===== src/rtl/duh_map.svh =====
// Purpose: Register offsets, field positions, reset values and counts of the dual UART.
// Assumes: Included by bare name.
// Notes: Definitions only.
`ifndef DUH_MAP_SVH
`define DUH_MAP_SVH

// Register select decode
`define DUH_SEL_CHAN_BIT 3
`define DUH_REG_MODE 3'h0
`define DUH_REG_STATUS 3'h1
`define DUH_REG_DATA 3'h3
`define DUH_REG_INPORT 4'h4
`define DUH_REG_CONFIG 4'h5
`define DUH_REG_DIV 4'h6
`define DUH_REG_VECTOR 4'hC

// Field positions
`define DUH_MODE_W 6
`define DUH_CFG_ZMODE 0
`define DUH_ST_RXRDY 0
`define DUH_ST_TXRDY 1
`define DUH_ST_TXEMPTY 2
`define DUH_ST_OVR 3
`define DUH_ST_FERR 4
`define DUH_ST_CTS 5

// Reset values
`define DUH_DIV_RST 8'h35
`define DUH_VEC_RST 8'h0F
`define DUH_PINS_RST 23'h7000EF

// Bit timing counts and transmit FIFO size
`define DUH_MID_SAMPLE 4'h7
`define DUH_LAST_SUB 4'hF
`define DUH_LAST_BIT 3'h7
`define DUH_FIFO_W 8
`define DUH_FIFO_D 16

`endif


===== src/rtl/duh_pkg.sv =====
// Purpose: Types shared by the dual UART files.
// Assumes: Nothing.
// Notes: Field widths follow duh_map.svh.
package duh_pkg;
	typedef enum logic [1:0] {
		DUH_RX_IDLE = 2'b00,
		DUH_RX_START = 2'b01,
		DUH_RX_DATA = 2'b10,
		DUH_RX_STOP = 2'b11
	} duh_rx_st_t;

	typedef enum logic [1:0] {
		DUH_TX_IDLE = 2'b00,
		DUH_TX_DATA = 2'b01,
		DUH_TX_STOP = 2'b10
	} duh_tx_st_t;

	typedef struct packed {
		logic cts_en;
		logic tx_ext;
		logic rx_ext;
		logic loop;
		logic tx_en;
		logic rx_en;
	} duh_mode_t;

	typedef struct packed {
		duh_rx_st_t rx_st;
		logic [3:0] rx_sub;
		logic [2:0] rx_bit;
		logic [7:0] rx_shift;
		logic [7:0] rx_hold;
		logic rx_rdy;
		logic rx_ovr;
		logic rx_ferr;
		duh_tx_st_t tx_st;
		logic [2:0] tx_bit;
		logic [7:0] tx_shift;
		logic tx_line;
	} duh_chan_t;

	typedef struct packed {
		logic cs_n;
		logic rd_n;
		logic wr_n;
		logic [3:0] sel;
		logic [7:0] data;
		logic rxd_a;
		logic rxd_b;
		logic ip3;
		logic rxc_b;
		logic txc_b;
		logic ip0;
		logic ip1;
		logic interrupt_ack_cycle_n;
	} duh_pins_t;

	typedef struct packed {
		duh_chan_t [1:0] ch;
		duh_mode_t [1:0] mode;
		logic [3:0] tx_sub;
		logic [7:0] div;
		logic [7:0] div_cnt;
		logic zmode;
		logic [7:0] vector;
		duh_pins_t prev;
		logic wr_act;
		logic [3:0] wr_sel;
		logic [7:0] wr_data;
		logic rd_act;
		logic [3:0] rd_sel;
		logic [7:0] rd_data;
		logic rd_oe;
		logic [1:0] ser_out;
	} duh_state_t;
endpackage


===== src/rtl/duh_sync.sv =====
// Purpose: Two-flop synchroniser for a bundle of asynchronous pins.
// Assumes: Each bit is a level; no multi-bit coherence is promised.
// Notes: First stage is read only by the second.
`timescale 1ns/1ps
module duh_sync #(
	parameter int W = 1,
	parameter logic [W-1:0] RST_VAL = '0
) (
	// Clock and reset
	input wire logic i_mclk,
	input wire logic i_rst,
	// Pins
	input wire logic [W-1:0] i_async,
	output logic [W-1:0] o_sync
);
	typedef struct packed {
		logic [W-1:0] s1;
		logic [W-1:0] s2;
	} duh_sync_state_t;

	duh_sync_state_t q;
	duh_sync_state_t d;

	always_comb begin
		d = q;
		d.s1 = i_async;
		d.s2 = q.s1;
	end

	always_ff @(posedge i_mclk) begin
		if (i_rst) begin
			q <= {RST_VAL, RST_VAL};
		end else begin
			q <= d;
		end
	end

	assign o_sync = q.s2;
endmodule


===== src/rtl/duh_fifo.sv =====
// Purpose: Synchronous FIFO with valid/ready on both sides.
// Assumes: D is at least 2.
// Notes: Simultaneous push and pop allowed when neither empty nor full.
`timescale 1ns/1ps
module duh_fifo #(
	parameter int W = 8,
	parameter int D = 16
) (
	// Clock and reset
	input wire logic i_mclk,
	input wire logic i_rst,
	// Fill side
	input wire logic i_push_valid,
	output logic o_push_ready,
	input wire logic [W-1:0] i_push_data,
	// Drain side
	output logic o_pop_valid,
	input wire logic i_pop_ready,
	output logic [W-1:0] o_pop_data
);
	localparam int AW = $clog2(D);
	localparam logic [AW:0] FULL = (AW + 1)'(D);
	localparam logic [AW-1:0] LAST = AW'(D - 1);

	typedef struct packed {
		logic [D-1:0][W-1:0] mem;
		logic [AW-1:0] wr_ptr;
		logic [AW-1:0] rd_ptr;
		logic [AW:0] count;
	} duh_fifo_state_t;

	duh_fifo_state_t q;
	duh_fifo_state_t d;

	function automatic logic [AW-1:0] nxt(input logic [AW-1:0] p);
		nxt = (p == LAST) ? '0 : p + 1'b1;
	endfunction

	assign o_push_ready = (q.count != FULL);
	assign o_pop_valid = (q.count != '0);
	assign o_pop_data = q.mem[q.rd_ptr];

	always_comb begin
		logic push;
		logic pop;
		push = i_push_valid && o_push_ready;
		pop = i_pop_ready && o_pop_valid;
		d = q;
		if (push) begin
			d.mem[q.wr_ptr] = i_push_data;
			d.wr_ptr = nxt(q.wr_ptr);
		end
		if (pop) begin
			d.rd_ptr = nxt(q.rd_ptr);
		end
		if (push && !pop) begin
			d.count = q.count + 1'b1;
		end else if (pop && !push) begin
			d.count = q.count - 1'b1;
		end
	end

	always_ff @(posedge i_mclk) begin
		if (i_rst) begin
			q <= '0;
		end else begin
			q <= d;
		end
	end
endmodule


===== src/rtl/duh_top.sv =====
// Purpose: Host register port and serial pins of a two-channel asynchronous UART.
// Assumes: i_mclk at 100 MHz; all pins asynchronous to it.
// Notes: Register map, divider and vector register are local to this block.
`timescale 1ns/1ps
`include "duh_map.svh"
module duh_top (
	// Clock and reset
	input wire logic i_mclk,
	input wire logic i_rst,
	// Host bus
	input wire logic [3:0] i_reg_sel,
	input wire logic i_cs_n,
	input wire logic i_rd_n,
	input wire logic i_wr_n,
	input wire logic i_interrupt_ack_cycle_n,
	input wire logic [7:0] i_data,
	output logic [7:0] o_data,
	output logic o_data_oe,
	// Channel A serial
	input wire logic i_serial_in_chan_a,
	output logic o_serial_out_chan_a,
	// Channel B serial
	input wire logic i_serial_in_chan_b,
	output logic o_serial_out_chan_b,
	input wire logic i_ext_rx_clock_chan_b,
	input wire logic i_ext_tx_clock_chan_b,
	// General-purpose inputs
	input wire logic i_gp_input_zero,
	input wire logic i_gp_input_one,
	input wire logic i_gp_input_three
);
	duh_pkg::duh_state_t q;
	duh_pkg::duh_state_t d;
	duh_pkg::duh_pins_t p;
	logic [22:0] pins_raw;
	logic [22:0] pins_sync;
	logic tick;
	logic wr_commit;
	logic [1:0] push_valid;
	logic [1:0] push_ready;
	logic [1:0] pop_valid;
	logic [1:0] pop_ready;
	logic [1:0][7:0] pop_data;

	function automatic logic is_chan_reg(input logic [3:0] sel);
		is_chan_reg = (sel[2:0] == `DUH_REG_MODE) || (sel[2:0] == `DUH_REG_STATUS) ||
			(sel[2:0] == `DUH_REG_DATA);
	endfunction

	function automatic logic [7:0] rd_mux(
		input duh_pkg::duh_state_t s,
		input duh_pkg::duh_pins_t pin,
		input logic [3:0] sel,
		input logic [1:0] tx_rdy,
		input logic [1:0] tx_any
	);
		logic c;
		logic [7:0] r;
		c = sel[`DUH_SEL_CHAN_BIT];
		r = 8'h00;
		if (is_chan_reg(sel)) begin
			case (sel[2:0])
				`DUH_REG_MODE: r = {2'h0, s.mode[c]};
				`DUH_REG_STATUS: begin
					r[`DUH_ST_RXRDY] = s.ch[c].rx_rdy;
					r[`DUH_ST_TXRDY] = tx_rdy[c];
					r[`DUH_ST_TXEMPTY] = !tx_any[c] && (s.ch[c].tx_st == duh_pkg::DUH_TX_IDLE);
					r[`DUH_ST_OVR] = s.ch[c].rx_ovr;
					r[`DUH_ST_FERR] = s.ch[c].rx_ferr;
					r[`DUH_ST_CTS] = c ? !pin.ip1 : !pin.ip0;
				end
				`DUH_REG_DATA: r = s.ch[c].rx_hold;
				default: r = 8'h00;
			endcase
		end else begin
			case (sel)
				`DUH_REG_INPORT: r = {4'h0, pin.ip3, 1'b0, pin.ip1, pin.ip0};
				`DUH_REG_CONFIG: r = {7'h00, s.zmode};
				`DUH_REG_DIV: r = s.div;
				`DUH_REG_VECTOR: r = s.vector;
				default: r = 8'h00;
			endcase
		end
		rd_mux = r;
	endfunction

	// Every pin is asynchronous to i_mclk
	assign pins_raw = {i_cs_n, i_rd_n, i_wr_n, i_reg_sel, i_data,
		i_serial_in_chan_a, i_serial_in_chan_b, i_gp_input_three,
		i_ext_rx_clock_chan_b, i_ext_tx_clock_chan_b,
		i_gp_input_zero, i_gp_input_one, i_interrupt_ack_cycle_n};

	duh_sync #(
		.W(23),
		.RST_VAL(`DUH_PINS_RST)
	) u_sync (
		.i_mclk(i_mclk),
		.i_rst(i_rst),
		.i_async(pins_raw),
		.o_sync(pins_sync)
	);

	assign p = duh_pkg::duh_pins_t'(pins_sync);
	assign tick = (q.div_cnt == q.div);
	assign wr_commit = q.wr_act && p.wr_n && !q.prev.wr_n;

	for (genvar g = 0; g < 2; g++) begin : g_chan
		assign push_valid[g] = wr_commit && is_chan_reg(q.wr_sel) &&
			(q.wr_sel[2:0] == `DUH_REG_DATA) &&
			(q.wr_sel[`DUH_SEL_CHAN_BIT] == 1'(g));
		duh_fifo #(
			.W(`DUH_FIFO_W),
			.D(`DUH_FIFO_D)
		) u_tx_fifo (
			.i_mclk(i_mclk),
			.i_rst(i_rst),
			.i_push_valid(push_valid[g]),
			.o_push_ready(push_ready[g]),
			.i_push_data(q.wr_data),
			.o_pop_valid(pop_valid[g]),
			.i_pop_ready(pop_ready[g]),
			.o_pop_data(pop_data[g])
		);
	end

	always_comb begin
		logic c;
		logic rd_now;
		logic interrupt_ack_cycle;
		logic rxd;
		logic rx_ext;
		logic rise;
		logic tx_ext;
		logic fall;
		logic bit_ev;
		logic tx_ev;
		logic cts_ok;
		c = 1'b0;
		rd_now = 1'b0;
		interrupt_ack_cycle = 1'b0;
		rxd = 1'b1;
		rx_ext = 1'b0;
		rise = 1'b0;
		tx_ext = 1'b0;
		fall = 1'b0;
		bit_ev = 1'b0;
		tx_ev = 1'b0;
		cts_ok = 1'b0;
		pop_ready = 2'b00;
		d = q;
		d.prev = p;
		d.div_cnt = tick ? 8'h00 : q.div_cnt + 8'h01;
		if (tick) begin
			d.tx_sub = q.tx_sub + 4'h1;
		end

		// Write latch while both strobes low, commit on strobe release
		if (!p.cs_n && !p.wr_n) begin
			d.wr_act = 1'b1;
			d.wr_sel = p.sel;
			d.wr_data = p.data;
		end
		if (wr_commit) begin
			d.wr_act = 1'b0;
			c = q.wr_sel[`DUH_SEL_CHAN_BIT];
			if (is_chan_reg(q.wr_sel)) begin
				case (q.wr_sel[2:0])
					`DUH_REG_MODE: d.mode[c] = duh_pkg::duh_mode_t'(q.wr_data[`DUH_MODE_W-1:0]);
					`DUH_REG_STATUS: begin
						d.ch[c].rx_ovr = 1'b0;
						d.ch[c].rx_ferr = 1'b0;
					end
					default: ;
				endcase
			end else begin
				case (q.wr_sel)
					`DUH_REG_CONFIG: d.zmode = q.wr_data[`DUH_CFG_ZMODE];
					`DUH_REG_DIV: d.div = q.wr_data;
					`DUH_REG_VECTOR: d.vector = q.wr_data;
					default: ;
				endcase
			end
		end

		// Read drive and acknowledge vector
		rd_now = !p.cs_n && !p.rd_n;
		interrupt_ack_cycle = q.zmode && !p.interrupt_ack_cycle_n;
		d.rd_act = rd_now;
		d.rd_oe = rd_now || interrupt_ack_cycle;
		if (rd_now) begin
			d.rd_sel = p.sel;
			d.rd_data = rd_mux(q, p, p.sel, push_ready, pop_valid);
		end else if (interrupt_ack_cycle) begin
			d.rd_data = q.vector;
		end
		if (q.rd_act && !rd_now && is_chan_reg(q.rd_sel) &&
			(q.rd_sel[2:0] == `DUH_REG_DATA)) begin
			d.ch[q.rd_sel[`DUH_SEL_CHAN_BIT]].rx_rdy = 1'b0;
		end

		for (int k = 0; k < 2; k++) begin
			// Clock routing per channel and bus mode
			if (k == 0) begin
				rx_ext = q.mode[0].rx_ext && q.zmode;
				rise = p.ip3 && !q.prev.ip3;
				tx_ext = q.mode[0].tx_ext && !q.zmode;
				fall = !p.ip3 && q.prev.ip3;
				rxd = p.rxd_a;
				cts_ok = !q.mode[0].cts_en || !p.ip0;
			end else begin
				rx_ext = q.mode[1].rx_ext;
				rise = p.rxc_b && !q.prev.rxc_b;
				tx_ext = q.mode[1].tx_ext;
				fall = !p.txc_b && q.prev.txc_b;
				rxd = p.rxd_b;
				cts_ok = !q.mode[1].cts_en || !p.ip1;
			end
			if (q.mode[k].loop) begin
				rxd = q.ch[k].tx_line;
			end

			// Receiver
			if (!rx_ext && tick && (q.ch[k].rx_st != duh_pkg::DUH_RX_IDLE)) begin
				d.ch[k].rx_sub = q.ch[k].rx_sub + 4'h1;
			end
			bit_ev = rx_ext ? rise : (tick && (q.ch[k].rx_sub == `DUH_LAST_SUB));
			case (q.ch[k].rx_st)
				duh_pkg::DUH_RX_IDLE: begin
					if (q.mode[k].rx_en && !rxd && (rx_ext ? rise : tick)) begin
						d.ch[k].rx_sub = 4'h0;
						d.ch[k].rx_bit = 3'h0;
						d.ch[k].rx_st = rx_ext ? duh_pkg::DUH_RX_DATA : duh_pkg::DUH_RX_START;
					end
				end
				duh_pkg::DUH_RX_START: begin
					if (tick && (q.ch[k].rx_sub == `DUH_MID_SAMPLE)) begin
						d.ch[k].rx_sub = 4'h0;
						d.ch[k].rx_st = rxd ? duh_pkg::DUH_RX_IDLE : duh_pkg::DUH_RX_DATA;
					end
				end
				duh_pkg::DUH_RX_DATA: begin
					if (bit_ev) begin
						d.ch[k].rx_shift = {rxd, q.ch[k].rx_shift[7:1]};
						d.ch[k].rx_bit = q.ch[k].rx_bit + 3'h1;
						if (q.ch[k].rx_bit == `DUH_LAST_BIT) begin
							d.ch[k].rx_st = duh_pkg::DUH_RX_STOP;
						end
					end
				end
				duh_pkg::DUH_RX_STOP: begin
					if (bit_ev) begin
						d.ch[k].rx_hold = q.ch[k].rx_shift;
						d.ch[k].rx_rdy = 1'b1;
						d.ch[k].rx_ferr = !rxd;
						if (q.ch[k].rx_rdy) begin
							d.ch[k].rx_ovr = 1'b1;
						end
						d.ch[k].rx_st = duh_pkg::DUH_RX_IDLE;
					end
				end
				default: d.ch[k].rx_st = duh_pkg::DUH_RX_IDLE;
			endcase
			if (!q.mode[k].rx_en) begin
				d.ch[k].rx_st = duh_pkg::DUH_RX_IDLE;
			end

			// Transmitter
			tx_ev = tx_ext ? fall : (tick && (q.tx_sub == `DUH_LAST_SUB));
			case (q.ch[k].tx_st)
				duh_pkg::DUH_TX_IDLE: begin
					d.ch[k].tx_line = 1'b1;
					if (tx_ev && q.mode[k].tx_en && pop_valid[k] && cts_ok) begin
						pop_ready[k] = 1'b1;
						d.ch[k].tx_shift = pop_data[k];
						d.ch[k].tx_bit = 3'h0;
						d.ch[k].tx_line = 1'b0;
						d.ch[k].tx_st = duh_pkg::DUH_TX_DATA;
					end
				end
				duh_pkg::DUH_TX_DATA: begin
					if (tx_ev) begin
						d.ch[k].tx_line = q.ch[k].tx_shift[0];
						d.ch[k].tx_shift = {1'b0, q.ch[k].tx_shift[7:1]};
						d.ch[k].tx_bit = q.ch[k].tx_bit + 3'h1;
						if (q.ch[k].tx_bit == `DUH_LAST_BIT) begin
							d.ch[k].tx_st = duh_pkg::DUH_TX_STOP;
						end
					end
				end
				duh_pkg::DUH_TX_STOP: begin
					if (tx_ev) begin
						d.ch[k].tx_line = 1'b1;
						d.ch[k].tx_st = duh_pkg::DUH_TX_IDLE;
					end
				end
				default: d.ch[k].tx_st = duh_pkg::DUH_TX_IDLE;
			endcase
			if (!d.mode[k].tx_en) begin
				d.ch[k].tx_line = 1'b1;
				d.ch[k].tx_st = duh_pkg::DUH_TX_IDLE;
			end
			d.ser_out[k] = d.mode[k].loop ? 1'b1 : d.ch[k].tx_line;
		end
	end

	always_ff @(posedge i_mclk) begin
		if (i_rst) begin
			q <= '0;
			q.div <= `DUH_DIV_RST;
			q.vector <= `DUH_VEC_RST;
			q.prev <= duh_pkg::duh_pins_t'(`DUH_PINS_RST);
			q.ch[0].tx_line <= 1'b1;
			q.ch[1].tx_line <= 1'b1;
			q.ser_out <= 2'h3;
		end else begin
			q <= d;
		end
	end

	assign o_data = q.rd_data;
	assign o_data_oe = q.rd_oe;
	assign o_serial_out_chan_a = q.ser_out[0];
	assign o_serial_out_chan_b = q.ser_out[1];
endmodule


===== config.mk =====
export PLATFORM = sky130hd
export DESIGN_NAME = duh_top
export DESIGN_NICKNAME = d
export VERILOG_FILES = /design/src/rtl/duh_pkg.sv /design/src/rtl/duh_sync.sv /design/src/rtl/duh_fifo.sv /design/src/rtl/duh_top.sv
export VERILOG_INCLUDE_DIRS = /design/src /design/src/rtl
export SDC_FILE = /design/constraint.sdc
export NUM_CORES = 1
export LEC_CHECK = 0
export BUFFER_PORTS_ARGS = -buffer_cell sky130_fd_sc_hd__clkbuf_2
export CORE_ASPECT_RATIO = 1.75
export CORE_MARGIN = 1.5
export CORE_UTILIZATION = 63
export CTS_CLUSTER_DIAMETER = 60
export CTS_CLUSTER_SIZE = 30
export DETAILED_ROUTE_END_ITERATION = 8
export PLACE_DENSITY = 0.88
export RECOVER_POWER = 25
export SLEW_MARGIN = 5
export SYNTH_ARGS = -nofsm -noshare
export SYNTH_HDL_FRONTEND = slang
export SYNTH_SLANG_ARGS = --single-unit

===== constraint.sdc =====
create_clock -name i_mclk -period 4.1 [get_ports i_mclk]
set_input_delay 0.41 -clock i_mclk [delete_from_list [all_inputs] [get_ports i_mclk]]
set_output_delay 0.41 -clock i_mclk [all_outputs]
set_load 0.005 [all_outputs]

==> flow_summary.toml <==
[synth]
syn_nets = 2390
syn_inst = 2332
netlist_area_um2 = 21120
synth_cell_types = 73
yosysTopAreaCell = "dfxtp_1"
synth_edf_count = 0
synth-seq-area-share = 0.4606
async_flop_share = 0
avgSynthCellArea_um2 = 9.058
synth_top_area_frac = 0.4606
ys_top_cells_by_area = "dfxtp_1 46%, mux4_2 7.1%, a21oi_1 6.5%"
synth_seq_cells = 486
synthFlopType = "dfxtp_1"
synth_warnings = 0

[worst_hold_path]
hold-path-cell-count = 2
min_to = "u_sync.d[3]$_SDFF_PP1_"
worstHoldStart = "i_ext_tx_clock_chan_b"
hold_class = "in -> reg"

[detailed_routing]
routed_via_density = 6.475
drt-pass1-iter-count = 8
drt_iter0_drc = 1615
drtAntennaViolNets = 0
via_count = 17190
drcViolationCount = 0
routedWlPerCell_um = 20.38
detail_route.wirelength_um = 54120

[critical_path]
r2r_cells = 13
crit_path_max_fanout = 9
path_class = "reg -> reg"
reg2reg_slack_ps = 400
r2r-end = "g_chan[0].u_tx_fifo.q[4]$_SDFFE_PP0P_"
endpoint_kind = "flip-flop"
critPathRequiredTime_ps = 4570
critical_path_arrival_ps = 4160
r2r_start = "q[63]$_SDFF_PP0_"
cp-start-kind = "flip-flop"

[placement]
routabilityCongestion = 0.9312
place_ws_ps = 488.8
dp.cells = 2629
dp_hpwl_um = 37180
numPortBuffers = 35

[final_layout]
antenna_cells = 0
layout_common_cells = "484 x dfxtp_1, 322 x nand2_1, 275 x a21oi_1"
final_common_cell = "dfxtp_1"
fin_cells = 2655
drive_above_1_share = 0.1013
nets = 2305
syn_to_final_growth_pct = 4.022

[clock_tree]
ctsResizeCount = 0
clk_pin_slew_ps = 120
clock_latency_ps = 560
cts_sinks = 486
htreeDepth = 1
cts_tree = "yes"
post-cts-setup-buffers = 0
clockRootBuffer = "clkbuf_16"
clockBufferDepth = 3
cts_hold_buf = 0
cts_buffers = 21

[floorplanning]
die_x_um = 141.4
dieArea_um2 = 34680
ioPinCount = 36
fp.coreArea_um2 = 33030
die_y_um = 245.2
rows = 88
start_util = 0.6395

[outcome]
violations = "max-capacitance violations, max-slew violations"
outcome = "finished with violations"

[power_and_ir_drop]
power.total_uw = 7401
peakVddDrop_v = 0.0004285
p_per_area_nw_per_um2 = 336.8
p_leak_uw = 0.007550

[timing]
max_freq_mhz = 270.5
layout_min_cycle_time_ps = 3697
rsz0062_at_grt = "no"
setup_viol = 0
worst_pin_slew_ps = 2428
slew_violations = 215
final_hold_viol_count = 0
fin_crit_sh = 0.9018
relSlewSlack = -0.6188
fin_worst_skew_ps = 25.91
setup_ws_ps = 402.7
final.setup.tns_ps = 0

[job]
drv_cap = 3

[grt]
grt_overflow = 0
grt_pass1_wl_um = 85460
grt_usage = 0.3087
grt_pass1_vias = 16980
antenna_found_initial = 0
grt_max_degree = 128
## metrics by stage
step | hold WS [ps] | cell area (um^2) | utilization
after detailed placement | 393.6 | 21440 | 0.6490
after global placement | 390.2 | 21440 | 0.6490
after CTS | 23.16 | 22040 | 0.6672
after floorplan | 389.5 | 21120 | -
after global routing | 25.72 | 21970 | 0.6652
final | 34.12 | 21970 | 0.6652
## worst max-delay path, stage by stage, from the launching register on
cell and delay [ps]:
dfxtp_1 480, xnor2_1 170, nand4_2 210, or4_1 690, a21oi_4 300, inv_1 100
ha_1 240, inv_1 150, ha_1 290, a21o_1 200, a21oi_1 190, xnor2_1 110
or3_1 320, a21oi_1 160
## cell usage after synthesis (9+ instances only)
library cell,number
dfxtp_1,486
nand2_1,322
a21oi_1,275
nand3_1,214
nor2_1,200
clkbuf_1,148
mux2i_1,135
mux4_2,67
nor2b_1,44
buf_2,34
inv_1,32
or2_2,32
ha_1,31
nor3_1,26
xnor2_1,26
o21ai_0,22
nand4_1,17
o22ai_1,15
xor2_1,13
and2_1,12
nand2b_1,12
a221o_1,10
buf_4,10
a211oi_1,9
a221oi_1,9
## final cells by class
class                           count  area (um^2)
Tap cell                          405        506.7
Multi-Input combinational cell   1617        10460
Clock buffer                       22        539.3
Timing Repair Buffer               86        539.3
Sequential cell                   486         9732
Fill cell                        2524        11060
Inverter                           35        131.4
Clock inverter                      4        60.06
## flip-flops by register name, summed over array words and instances, names as in the netlist
register,count
u_sync.o_sync,23
g_chan.u_tx_fifo.q,282
u_sync.d,23
o_data_oe,1
o_serial_out_chan_a,1
o_data,8
q,147
o_serial_out_chan_b,1
## layer usage
| metal | routed length (um) | up-vias | track usage |
|---|---|---|---|
| met2 | 28290 | 797 | 0.5636 |
| met5 | 0 | - | 0 |
| li1 | - | 7937 | - |
| met1 | 19020 | 8223 | 0.3372 |
| met4 | 3649 | 0 | 0.2053 |
| met3 | 3151 | 233 | 0.02790 |
## how the worst max path moves through the flow
stage,depth (start not counted),endpoint,from
floorplan,14,g_chan[0].u_tx_fifo.q[4]$_SDFFE_PP0P_,q[66]$_SDFF_PP0_
global placement,13,g_chan[0].u_tx_fifo.q[4]$_SDFFE_PP0P_,q[63]$_SDFF_PP0_
detailed placement,13,g_chan[0].u_tx_fifo.q[4]$_SDFFE_PP0P_,q[63]$_SDFF_PP0_
CTS,13,g_chan[0].u_tx_fifo.q[4]$_SDFFE_PP0P_,q[61]$_SDFF_PP0_
global route,13,g_chan[0].u_tx_fifo.q[4]$_SDFFE_PP0P_,q[61]$_SDFF_PP0_
finish,13,g_chan[0].u_tx_fifo.q[4]$_SDFFE_PP0P_,q[63]$_SDFF_PP0_
## power by group
group	total, uW	internal (uW)	switching, uW
Combinational	153	43.3	110
Clock	2480	986	1500
Sequential	4760	4740	19.7
## kinds of logic (layout without fill, tap and decap cells)
group | after synthesis | in the layout | synth area share
simple gates | 933 | 933 | 0.2060
flops | 486 | 486 | 0.4606
compound gates | 407 | 407 | 0.1155
buf+inv | 229 | 147 | 0.04449
mux | 205 | 205 | 0.1370
xor+xnor | 39 | 39 | 0.01617
fa+ha+maj | 33 | 33 | 0.02026
Note: power is estimated with default switching activity, not from simulation.
